## src/hdl/psc_defines.svh

```systemverilog
// Offsets, field positions, limits and timing counts of the serial config block.
`ifndef PSC_DEFINES_SVH
`define PSC_DEFINES_SVH
`define PSC_NUM_LATCH 6
`define PSC_SEL_R0 3'h0
`define PSC_SEL_LAST 3'h5
`define PSC_INT_HI 30
`define PSC_INT_LO 15
`define PSC_FRAC_HI 14
`define PSC_FRAC_LO 3
`define PSC_PRESC_BIT 27
`define PSC_PHASE_HI 26
`define PSC_PHASE_LO 15
`define PSC_NOISE_HI 30
`define PSC_NOISE_LO 29
`define PSC_MON_HI 28
`define PSC_MON_LO 26
`define PSC_DBL_BIT 25
`define PSC_RDIV2_BIT 24
`define PSC_RCNT_HI 23
`define PSC_RCNT_LO 14
`define PSC_CP_HI 12
`define PSC_CP_LO 9
`define PSC_LDF_BIT 8
`define PSC_TRI_BIT 4
`define PSC_ABP_BIT 22
`define PSC_INT_MIN_45 16'h0017
`define PSC_INT_MAX_45 16'h7FFF
`define PSC_INT_MIN_89 16'h004B
`define PSC_MOD_MIN_LN 12'h002
`define PSC_MOD_MIN_LS 12'h032
`define PSC_LOW_SPUR 2'h3
`define PSC_ABP_LONG_NS 6
`define PSC_ABP_SHORT_NS 3
`define PSC_CLK_NS 5
`define PSC_ABP_LONG_CYC ((`PSC_ABP_LONG_NS + `PSC_CLK_NS - 1) / `PSC_CLK_NS)
`define PSC_ABP_SHORT_CYC ((`PSC_ABP_SHORT_NS + `PSC_CLK_NS - 1) / `PSC_CLK_NS)
`define PSC_A_ACT1 8'h18
`define PSC_A_ACT2 8'h1C
`define PSC_A_STAT 8'h20
`define PSC_A_CTRL 8'h24
`define PSC_CTRL_RST 32'h00000001
`define PSC_RESP_OK 2'h0
`define PSC_RESP_ERR 2'h2
`endif

```

## src/hdl/psc_pkg.sv

```systemverilog
// Types shared by the serial config block.
package psc_pkg;
  typedef struct packed {
    logic sclk;
    logic sdata;
    logic strobe;
  } psc_serial_t;
  typedef enum logic [1:0] {PSC_WIDLE, PSC_WRESP} psc_wstate_t;
endpackage

```

## src/hdl/psc_config_latches.sv

```systemverilog
// Serial programming front end, config latches, reference divider and AXI4-Lite view.
//
// Design decisions made here: the register addresses and the AXI4-Lite register port.
`timescale 1ns/1ps
`include "psc_defines.svh"
module psc_config_latches
  import psc_pkg::*;
#(
  parameter int RCNT_W = 10
)(
  // Clock and reset.
  input wire logic aclk,
  input wire logic aresetn,
  // Serial pins and other device pins, asynchronous to aclk.
  input wire psc_serial_t serial_pins,
  input wire logic reference_input,
  input wire logic chip_enable,
  input wire logic loop_locked,
  // Device outputs.
  output logic lock_indicator_pin,
  output logic monitor_output_pin,
  output logic monitor_output_oe,
  output logic power_down,
  output logic cp_three_state,
  output logic pfd_ref_pulse,
  output logic int_n_mode,
  output logic [1:0] abp_cycles,
  output logic [15:0] fb_int,
  output logic [11:0] fb_frac,
  output logic [11:0] fb_mod,
  output logic [11:0] fb_phase,
  output logic [3:0] cp_current,
  output logic [3:0] range_ok,
  // AXI4-Lite slave.
  input wire logic [7:0] s_axi_awaddr,
  input wire logic s_axi_awvalid,
  output logic s_axi_awready,
  input wire logic [31:0] s_axi_wdata,
  input wire logic [3:0] s_axi_wstrb,
  input wire logic s_axi_wvalid,
  output logic s_axi_wready,
  output logic [1:0] s_axi_bresp,
  output logic s_axi_bvalid,
  input wire logic s_axi_bready,
  input wire logic [7:0] s_axi_araddr,
  input wire logic s_axi_arvalid,
  output logic s_axi_arready,
  output logic [31:0] s_axi_rdata,
  output logic [1:0] s_axi_rresp,
  output logic s_axi_rvalid,
  input wire logic s_axi_rready
);
  // The field positions of the reference ratio fix its width, so no other width can be served.
  if (RCNT_W != 10)
  begin : g_rcnt_check
    $error("reference counter must be 10 bits");
  end

  function automatic logic at_least(input logic [15:0] v, input logic [15:0] lo);
    at_least = v >= lo;
  endfunction

  // Pin synchronisers: stage a feeds only stage b; c is the edge history.
  logic [5:0] sy_a, sy_b;
  logic [2:0] sy_c;
  logic [31:0] shreg, next_shreg;
  logic [31:0] latch [`PSC_NUM_LATCH];
  logic [31:0] act1, act2, ctrl;
  logic [RCNT_W-1:0] rcnt, next_rcnt;
  logic half, next_half, pfd_level, next_pfd;
  logic sclk_rise, strobe_rise, ref_rise, ref_fall, ref_evt, commit;
  logic [2:0] sel;
  logic [RCNT_W-1:0] rdiv;

  assign sclk_rise = sy_b[0] & ~sy_c[0];
  assign strobe_rise = sy_b[2] & ~sy_c[2];
  assign ref_rise = sy_b[3] & ~sy_c[1];
  assign ref_fall = ~sy_b[3] & sy_c[1];
  assign sel = shreg[2:0];
  assign commit = strobe_rise && ctrl[0] && sel == `PSC_SEL_R0;
  assign rdiv = act2[`PSC_RCNT_HI:`PSC_RCNT_LO];

  always_ff @(posedge aclk) begin
    if (!aresetn)
    begin
      sy_a <= 6'h00;
      sy_b <= 6'h00;
      sy_c <= 3'h0;
    end
    else
    begin
      sy_a <= {loop_locked, chip_enable, reference_input, serial_pins.strobe,
               serial_pins.sdata, serial_pins.sclk};
      sy_b <= sy_a;
      sy_c <= {sy_b[2], sy_b[3], sy_b[0]};
    end
  end

  // Serial shift path.
  always_comb begin
    next_shreg = shreg;
    if (sclk_rise)
      next_shreg = {shreg[30:0], sy_b[1]};
  end

  // Latches are loaded only from the strobe, so a word half shifted never lands.
  always_ff @(posedge aclk) begin
    if (!aresetn)
    begin
      shreg <= 32'h00000000;
      act1 <= 32'h00000000;
      act2 <= 32'h00000000;
      for (int i = 0; i < `PSC_NUM_LATCH; i++)
        latch[i] <= 32'h00000000;
    end
    else
    begin
      shreg <= next_shreg;
      if (strobe_rise && ctrl[0] && sel <= `PSC_SEL_LAST)
        latch[sel] <= shreg;
      if (commit)
      begin
        act1 <= latch[1];
        act2 <= latch[2];
      end
    end
  end

  // Reference divider; a ratio of zero is served as one.
  always_comb begin
    ref_evt = ref_rise | (act2[`PSC_DBL_BIT] & ref_fall);
    next_rcnt = rcnt;
    next_half = half;
    next_pfd = 1'b0;
    if (ref_evt)
    begin
      if (rcnt + 1'b1 >= rdiv || rdiv == '0)
      begin
        next_rcnt = '0;
        next_half = ~half;
        next_pfd = ~act2[`PSC_RDIV2_BIT] | half;
      end
      else
        next_rcnt = rcnt + 1'b1;
    end
  end

  always_ff @(posedge aclk) begin
    if (!aresetn)
    begin
      rcnt <= '0;
      half <= 1'b0;
      pfd_ref_pulse <= 1'b0;
      pfd_level <= 1'b0;
    end
    else
    begin
      rcnt <= next_rcnt;
      half <= next_half;
      pfd_ref_pulse <= next_pfd;
      if (next_pfd)
        pfd_level <= ~pfd_level;
    end
  end

  // Active settings and status; register 0 itself has no buffering.
  logic [2:0] mon_sel;
  logic mon_q, mon_oe_q;
  always_ff @(posedge aclk) begin
    if (!aresetn)
    begin
      fb_int <= 16'h0000;
      fb_frac <= 12'h000;
      fb_mod <= 12'h000;
      fb_phase <= 12'h000;
      cp_current <= 4'h0;
      int_n_mode <= 1'b0;
      // Reset shows the default long width, so no illegal width is ever seen.
      abp_cycles <= 2'(`PSC_ABP_LONG_CYC);
      range_ok <= 4'h0;
      power_down <= 1'b1;
      cp_three_state <= 1'b1;
      lock_indicator_pin <= 1'b0;
      mon_q <= 1'b0;
      mon_oe_q <= 1'b0;
    end
    else
    begin
      fb_int <= latch[0][`PSC_INT_HI:`PSC_INT_LO];
      fb_frac <= latch[0][`PSC_FRAC_HI:`PSC_FRAC_LO];
      fb_mod <= act1[`PSC_FRAC_HI:`PSC_FRAC_LO];
      fb_phase <= act1[`PSC_PHASE_HI:`PSC_PHASE_LO];
      cp_current <= act2[`PSC_CP_HI:`PSC_CP_LO];
      int_n_mode <= fb_frac == 12'h000 && latch[2][`PSC_LDF_BIT];
      abp_cycles <= latch[3][`PSC_ABP_BIT] ? 2'(`PSC_ABP_SHORT_CYC)
                                         : 2'(`PSC_ABP_LONG_CYC);
      range_ok[0] <= latch[1][`PSC_PRESC_BIT] ? at_least(fb_int, `PSC_INT_MIN_89)
        : at_least(fb_int, `PSC_INT_MIN_45) && fb_int <= `PSC_INT_MAX_45;
      range_ok[1] <= fb_frac < fb_mod;
      range_ok[2] <= at_least({4'h0, fb_mod},
        {4'h0, latch[2][`PSC_NOISE_HI:`PSC_NOISE_LO] == `PSC_LOW_SPUR
               ? `PSC_MOD_MIN_LS : `PSC_MOD_MIN_LN});
      range_ok[3] <= rdiv != '0;
      power_down <= ~sy_b[4];
      cp_three_state <= ~sy_b[4] | latch[2][`PSC_TRI_BIT];
      lock_indicator_pin <= sy_b[5] & sy_b[4];
      mon_oe_q <= mon_sel != 3'h0;
      case (mon_sel)
        3'h1: mon_q <= 1'b1;
        3'h2: mon_q <= 1'b0;
        3'h4: mon_q <= pfd_level;
        3'h6: mon_q <= sy_b[5];
        default: mon_q <= 1'b0;
      endcase
    end
  end
  assign mon_sel = latch[2][`PSC_MON_HI:`PSC_MON_LO];
  assign monitor_output_pin = mon_q;
  assign monitor_output_oe = mon_oe_q;

  // AXI4-Lite write path: address and data taken in either order.
  psc_wstate_t wst, next_wst;
  logic aw_got, w_got, next_aw_got, next_w_got;
  logic [7:0] waddr, next_waddr;
  logic [31:0] wdata, next_wdata, next_ctrl;
  logic [1:0] next_bresp;
  // The strobe is kept with the data, since the master may change it once the data is taken.
  logic wstrb0, next_wstrb0;
  always_comb begin
    next_wst = wst;
    next_aw_got = aw_got;
    next_w_got = w_got;
    next_waddr = waddr;
    next_wdata = wdata;
    next_wstrb0 = wstrb0;
    next_ctrl = ctrl;
    next_bresp = s_axi_bresp;
    case (wst)
      PSC_WIDLE:
      begin
        if (s_axi_awvalid && s_axi_awready)
        begin
          next_aw_got = 1'b1;
          next_waddr = s_axi_awaddr;
        end
        if (s_axi_wvalid && s_axi_wready)
        begin
          next_w_got = 1'b1;
          next_wdata = s_axi_wdata;
          next_wstrb0 = s_axi_wstrb[0];
        end
        if (next_aw_got && next_w_got)
        begin
          next_wst = PSC_WRESP;
          next_bresp = next_waddr == `PSC_A_CTRL ? `PSC_RESP_OK : `PSC_RESP_ERR;
          if (next_waddr == `PSC_A_CTRL && next_wstrb0)
            next_ctrl = {31'h0, next_wdata[0]};
        end
      end
      PSC_WRESP:
        if (s_axi_bready)
        begin
          next_wst = PSC_WIDLE;
          next_aw_got = 1'b0;
          next_w_got = 1'b0;
        end
      default: next_wst = PSC_WIDLE;
    endcase
  end
  assign s_axi_awready = wst == PSC_WIDLE && !aw_got;
  assign s_axi_wready = wst == PSC_WIDLE && !w_got;
  assign s_axi_bvalid = wst == PSC_WRESP;

  always_ff @(posedge aclk) begin
    if (!aresetn)
    begin
      wst <= PSC_WIDLE;
      aw_got <= 1'b0;
      w_got <= 1'b0;
      waddr <= 8'h00;
      wdata <= 32'h00000000;
      wstrb0 <= 1'b0;
      ctrl <= `PSC_CTRL_RST;
      s_axi_bresp <= `PSC_RESP_OK;
    end
    else
    begin
      wst <= next_wst;
      aw_got <= next_aw_got;
      w_got <= next_w_got;
      waddr <= next_waddr;
      wdata <= next_wdata;
      wstrb0 <= next_wstrb0;
      ctrl <= next_ctrl;
      s_axi_bresp <= next_bresp;
    end
  end

  // AXI4-Lite read path: one cycle from address to data.
  logic [31:0] rd;
  logic rd_ok;
  always_comb begin
    rd = 32'h00000000;
    rd_ok = 1'b1;
    if (s_axi_araddr[7:2] < 6'(`PSC_NUM_LATCH) && s_axi_araddr[1:0] == 2'h0)
      rd = latch[s_axi_araddr[4:2]];
    else
      case (s_axi_araddr)
        `PSC_A_ACT1: rd = act1;
        `PSC_A_ACT2: rd = act2;
        `PSC_A_STAT: rd = {23'h0, int_n_mode, lock_indicator_pin, power_down,
                           range_ok, abp_cycles};
        `PSC_A_CTRL: rd = ctrl;
        default: rd_ok = 1'b0;
      endcase
  end
  assign s_axi_arready = !s_axi_rvalid;
  always_ff @(posedge aclk) begin
    if (!aresetn)
    begin
      s_axi_rvalid <= 1'b0;
      s_axi_rdata <= 32'h00000000;
      s_axi_rresp <= `PSC_RESP_OK;
    end
    else if (s_axi_arvalid && s_axi_arready)
    begin
      s_axi_rvalid <= 1'b1;
      s_axi_rdata <= rd;
      s_axi_rresp <= rd_ok ? `PSC_RESP_OK : `PSC_RESP_ERR;
    end
    else if (s_axi_rready)
      s_axi_rvalid <= 1'b0;
  end
endmodule // psc_config_latches

```

## config.mk

```make
export PLATFORM = sky130hd
export DESIGN_NAME = psc_config_latches
export DESIGN_NICKNAME = d
export VERILOG_FILES = /design/src/hdl/psc_pkg.sv /design/src/hdl/psc_config_latches.sv
export VERILOG_INCLUDE_DIRS = /design/src /design/src/hdl
export SDC_FILE = /design/constraint.sdc
export NUM_CORES = 1
export LEC_CHECK = 0
export ABC_CLOCK_PERIOD_IN_PS = 3200
export BUFFER_PORTS_ARGS = -buffer_cell sky130_fd_sc_hd__buf_2
export CORE_ASPECT_RATIO = 1.4
export CORE_MARGIN = 2
export CORE_UTILIZATION = 49
export CTS_CLUSTER_SIZE = 40
export DETAILED_ROUTE_END_ITERATION = 7
export PLACE_DENSITY = 0.77
export SETUP_SLACK_MARGIN = 0.3
export SLEW_MARGIN = 20
export SYNTH_ARGS = -nofsm -noshare
export SYNTH_HDL_FRONTEND = slang
export SYNTH_SLANG_ARGS = --single-unit
export TNS_END_PERCENT = 30
```

## constraint.sdc

```tcl
create_clock -name aclk -period 3.2 [get_ports aclk]
set_clock_uncertainty 0.05 [all_clocks]
set_input_delay 0 -clock aclk [delete_from_list [all_inputs] [get_ports aclk]]
set_output_delay 0 -clock aclk [all_outputs]
set_load 0.005 [all_outputs]
```

==> impl_metrics.csv, run 1 <==
group,metric,value,unit
status,status,"finished, final reports clean",
yosys,synth_top_area_share,0.365,
finish,final_cell_mix,"nand2_1, dfxtp_1, edfxtp_1",
place,hpwl,32.5,mm
global_route,overflow,0,
hold_path,worstHoldEndpoint,"s_axi_rdata[13]",
run,maxCapViolCount,0,
global_route,first_global_vias,14069,
finish,fin_nets,2036,
timing,fmaxAchievable,372,MHz
setup_path,rr_worst_depth,11,
yosys,synth_edf_count,236,
finish,diodes,0,
yosys,ys_seq_elements,477,
yosys,syn_inst,1756,
setup_path,critPathMaxFanout,5,
finish,area.growth.synth_to_final,16.6,%
finish,fill_cells,3084,
floorplan,coreArea,0.0393,mm2
yosys,synth-xor-area-share,0.00361,
finish,fin_cells,2508,
timing,tns,0,ps
yosys,synth_area_leaders,"edfxtp_1, dfxtp_1, nand2_1",
drt,post_drt_wl_per_cell,20.3,um
hold_path,hp-class,"in2reg",
setup_path,crit_required,3630,ps
global_route,grt_usage,0.246,
floorplan,rows,86,
timing,finalCritPeriodShare,0.839,
yosys,yosysUniqueCellTypes,57,
timing,setup_viol,0,
timing,hold_violations,0,
clock_network,cts.clk_slew.worst_paths,70,ps
drt,ant_nets,0,
setup_path,r2r_slack,510,ps
floorplan,dieArea,0.0413,mm2
timing,rsz0062_at_grt,"no",
drt,first_pass_iters,5,
global_route,grt_max_degree,109,
drt,via_count,13919,
timing,min_period,2690,ps
setup_path,critPathLaunchType,"flip-flop",
global_route,grt_antenna_before_repair,0,
place,finalWeightedCongestion,0.836,
pwr,max-vdd-ir-drop,0.000319,V
clock_network,numCtsBuffers,42,
yosys,post-synth-top-area-cell,"edfxtp_1",
hold_path,hp-start,"aresetn",
timing,hold_slack,3.36,ps
setup_path,critPathCaptureType,"flip-flop",
drt,first_iter_violations,1222,
clock_network,cts_tree,"yes",
yosys,synth_top_family_by_area,"simple AND/OR/NAND/NOR gates",
hold_path,whs_path_depth,3,
pwr,power_density,565,mW/mm2
floorplan,ioPinCount,175,
setup_path,regToRegEndpoint,"rcnt[2]",
clock_network,cts.sinks,477,
clock_network,htree_num_levels,2,
clock_network,clockBufferDepth,3,
finish,final_common_cell,"nand2_1",
yosys,synthFlopType,"dfxtp_1",
pwr,p_leak,8.89,nW
drt,routed_via_density,5.55,
clock_network,clk_latency,550,ps
yosys,syn_area_per_cell,11.1,um2
yosys,syn_area,0.0194,mm2
yosys,yosysWarnings,0,
clock_network,clockRootBuffer,"clkbuf_16",
timing,worstMarginPinSlew,1030,ps
yosys,synth.mux.area_fraction,0.0891,
yosys,synthSimpleGateAreaFrac,0.159,
timing,relSlewSlack,0.305,
global_route,grt_pass1_wl,77.6,mm
yosys,async_flop_share,0,
floorplan,initial_core_util,0.494,
drt,routed_wl,50.8,mm
yosys,synthAdderAreaFrac,0.0155,
floorplan,die_y,240,um
yosys,yosysSeqAreaShare,0.613,
setup_path,crit_type,"reg2reg",
floorplan,die_w,172,um
finish,drive_gt1_frac,0.166,
place,place_inst,2400,
timing,slew_viol_final,0,
drt,drc,0,
setup_path,reg2reg_from,"rcnt[1]",
setup_path,arrival,3110,ps
place,port_buffers,138,
yosys,synth-compound-area-share,0.0825,
## what timing repair did
item | CTS | global route
buffers inserted | 2 | 2
hold buffers | 27 | 0
pin swaps | 1 | 1
resized for setup | 1 | 8
endpoints found under the hold margin | 24 | 0
endpoints found under the setup margin | 8 | 13
## power breakdown
group          internal (mW)  switching [mW]  leakage [nW]  total [mW]
clock                   3.04            2.22         0.720        5.26
sequential              6.59           0.119          4.40        6.71
combinational          0.330           0.491          3.77       0.821
total                   9.95            2.83          8.89        12.8
## cell usage after synthesis (all sizes together) (2+ instances only)
cell type and instances:
nand3 9, ha 24, o31ai 9, mux2 18
nand2 292, nor3b 4, nand4 6, a21o 4
mux2i 67, mux4 38, buf 35, a211o 4
xor2 4, a31o 2, o21ai 21, nand3b 3
or3 15, and2 108, nor3 14, a211oi 25
o21bai 2, a32oi 5, nand2b 12, edfxtp 236
and3 5, or2 3, nor2 175, nor4 7
nor2b 18, a31oi 16, a41oi 2, o211ai 6
dfxtp 241, nor4b 4, o32ai 3, a21oi 142
inv 62, o21a 8, clkbuf 84, xnor2 4
a32o 7
## worst max-delay path, cell delays in order, from the launching register on
cell and delay (ps):
dfxtp_1 370, and3_1 190, nand3_2 150, nor2_2 200
xor2_2 180, ha_1 270, a211o_1 300, a21oi_1 160
o41a_1 290, buf_4 160, a41oi_1 120, mux2i_1 160
## registers in the layout, summed over array words and instances (netlist names), 12 cells and up
| name | flops |
|---|---|
| act1 | 32 |
| act2 | 32 |
| fb_frac | 12 |
| fb_int | 16 |
| fb_mod | 12 |
| fb_phase | 12 |
| latch | 236 |
| s_axi_rdata | 32 |
| shreg | 32 |
## worst max path at each step
| stage | slack (ps) | endpoint | startpoint | depth (start not counted) |
|---|---|---|---|---|
| 2_1_floorplan | 520 | rcnt[4] | rcnt[0] | 11 |
| 3_3_place_gp | 280 | rcnt[3] | rcnt[0] | 10 |
| 3_5_place_dp | 160 | rcnt[9] | rcnt[0] | 10 |
| 4_1_cts | 330 | rcnt[9] | rcnt[0] | 10 |
| 5_1_grt | 330 | rcnt[5] | rcnt[0] | 12 |
| 6_report | 510 | rcnt[2] | rcnt[1] | 11 |
## metal layers
layer | global-route usage | up-vias | wire length (um)
li1 | - | 6409 | -
met1 | 0.293 | 6784 | 18900
met2 | 0.434 | 593 | 25700
met3 | 0.0382 | 133 | 3870
met4 | 0.116 | 0 | 2380
met5 | 0 | - | 0
## cell families after synthesis
logic type / after synthesis
compound gates: 263
other cells: 1
flops: 477
buf+inv: 182
fa+ha+maj: 24
xor+xnor: 8
mux: 123
simple gates: 678
## per-stage QoR
step / setup WS [ps] / utilization / area, um2 / total power, mW
floorplan: 521 / - / 19600 / 7.30
global placement: 275 / 0.531 / 20900 / 7.58
detailed placement: 159 / 0.531 / 20900 / 7.60
CTS: 331 / 0.575 / 22600 / 12.8
global route: 327 / 0.576 / 22600 / 13.1
finish: 515 / 0.576 / 22600 / 12.8
## final cells by class
class,count,area [um2],share of cell area
Timing Repair Buffer,211,1350,0.0596
Sequential cell,477,11900,0.526
Tap cell,528,661,0.0292
Clock buffer,60,1240,0.0546
Inverter,63,239,0.0106
Multi-Input combinational cell,1152,7030,0.311
Clock inverter,17,201,0.00890
Power figures use the tool's default switching activity.
==> run 2, diff against run 1 <==
- ABC_CLOCK_PERIOD_IN_PS: 3200 -> 2400
- PLACE_DENSITY: 0.77 -> 0.79
- clock period: 3.2 -> 2.4 ns (I/O delays scaled with it)
==> run 2 against run 1 <==
Compared with the run above: the flow now finishes with violations (negative setup slack); hold slack gained 58 ps; utilization increased by 1.2 points; largest cell class unchanged; final cell count increased by 1.3%; flip-flop and latch count did not move; clock-buffer cell count fell by 5; register-to-register slack lost 540 ps; design area is 2.0% higher; sequential power is 33% higher; clock power is 35% higher; sequential share of layout area shrank 1.0 points.
==> impl_metrics.csv, run 2 (same netlist as run 1, synthesis figures left out) <==
group,metric,value,unit
status,status,"finished, violations left",
status,violations,"negative setup slack",
floorplan,ioPinCount,175,
floorplan,rows,86,
pwr,max-vdd-ir-drop,0.000434,V
finish,regMostFlops,"latch",
setup_path,crit_type,"reg2reg",
clock_network,numCtsBuffers,41,
finish,fin_nets,2067,
finish,largest_reg_flops,236,
clock_network,cts.clk_slew.worst_paths,70,ps
place,post-place-ws,-214,ps
drt,routed_wl,50.9,mm
drt,via_count,14241,
drt,routed_via_density,5.61,
floorplan,dieArea,0.0413,mm2
timing,rsz0062_at_grt,"yes",
setup_path,critPathMaxFanout,7,
run,maxCapViolCount,0,
clock_network,cts.sinks,477,
setup_path,critPathCaptureType,"flip-flop",
floorplan,initial_core_util,0.494,
global_route,overflow,0,
timing,finalCritPeriodShare,1.01,
global_route,grt_antenna_before_repair,0,
pwr,power_density,745,mW/mm2
setup_path,slowest_delay,370,ps
global_route,grt_max_degree,87,
finish,finish.instance_area,0.0231,mm2
place,port_buffers,138,
place,hpwl,33.5,mm
setup_path,crit_start,"rcnt[0]",
timing,setup_ws,-25.4,ps
setup_path,reg2reg_from,"rcnt[0]",
setup_path,critPathBufInv,2,
drt,ant_nets,0,
setup_path,slowest_stage,"dfxtp_4",
clock_network,clockRootBuffer,"clkbuf_16",
pwr,p_leak,9.09,nW
setup_path,cpLargestDelayFamily,"simple AND/OR/NAND/NOR gates",
clock_network,clk_latency,560,ps
setup_path,critPathLaunchType,"flip-flop",
drt,post_drt_wl_per_cell,20.0,um
timing,relSlewSlack,0.405,
place,dpl-instance-area,0.0211,mm2
timing,slew_viol_final,0,
drt,first_iter_violations,1263,
timing,tns,-51.1,ps
setup_path,cp_cell_sequence,"and3_4 -> nand3_4 -> nor2_4 -> xor2_2 -> ha_1 -> buf_4 -> nand4_1 -> o41a_1 -> buf_6 -> a31oi_4 -> mux2i_1",
timing,fmaxAchievable,412,MHz
global_route,grt_usage,0.246,
global_route,first_global_vias,14250,
finish,drive_gt1_frac,0.179,
place,finalWeightedCongestion,0.860,
clock_network,cts_tree,"yes",
floorplan,die_y,240,um
finish,final_cell_mix,"nand2_1, dfxtp_1, edfxtp_1",
setup_path,arrival,2850,ps
floorplan,die_w,172,um
floorplan,coreArea,0.0393,mm2
drt,drc,0,
timing,hold_slack,61.2,ps
setup_path,crit_required,2820,ps
hold_path,hp-class,"in2reg",
clock_network,htree_num_levels,2,
timing,worstMarginPinSlew,890,ps
timing,hold_violations,0,
timing,setup_viol,4,
finish,area.growth.synth_to_final,18.9,%
finish,final_common_cell,"nand2_1",
hold_path,hp-start,"s_axi_araddr[2]",
timing,min_period,2430,ps
drt,first_pass_iters,5,
pwr,p_total,17.2,mW
global_route,grt_pass1_wl,77.8,mm
clock_network,clockBufferDepth,3,
==> run 2: path summary, 6_finish.rpt <==
check / endpoint / slack (ps) / cells past startpoint
min: s_axi_rdata[27] / 60 / 3
min reg2reg: sy_b[0] / 390 / 1
max reg2reg: pfd_level / -30 / 11
max: pfd_level / -30 / 11
==> run 2: area by class of cell <==
class                   count  area, um2
repair buffers            243       1690
flip-flops and latches    477      11900
clock buffers              55       1180
clock inverters            21        265
well taps                 528        661
fillers                  2989      16200
inverters                  63        239
multi-input cells        1152       7130
diodes                      1       2.50
==> run 2: power by group <==
group          switching, mW  internal [mW]
combinational          0.674          0.476
sequential             0.158           8.78
clock                   2.98           4.13
==> run 2: timing repair <==
action / 4_1_cts / 5_1_grt
pin swaps: 13 / 4
hold endpoints to repair: 33 / 0
setup endpoints to repair: 37 / 78
hold buffers: 39 / 0
buffers inserted: 1 / 1
gates resized for setup: 15 / 10
==> run 2: worst min-delay path, stage by stage <==
cell and delay, ps:
buf_4 250, o211ai_1 250, a31oi_1 90
==> run 2: layer usage <==
| layer | GRT usage | part of all wire |
|---|---|---|
| met5 | 0 | 0 |
| met4 | 0.134 | 0.054 |
| met3 | 0.0372 | 0.080 |
| met2 | 0.417 | 0.49 |
| met1 | 0.300 | 0.38 |
==> run 2: metrics by stage <==
stage,instances,util
floorplan,1811,-
global placement,2422,0.538
detailed placement,2422,0.538
CTS,2538,0.587
global route,2539,0.588
finish,2540,0.588
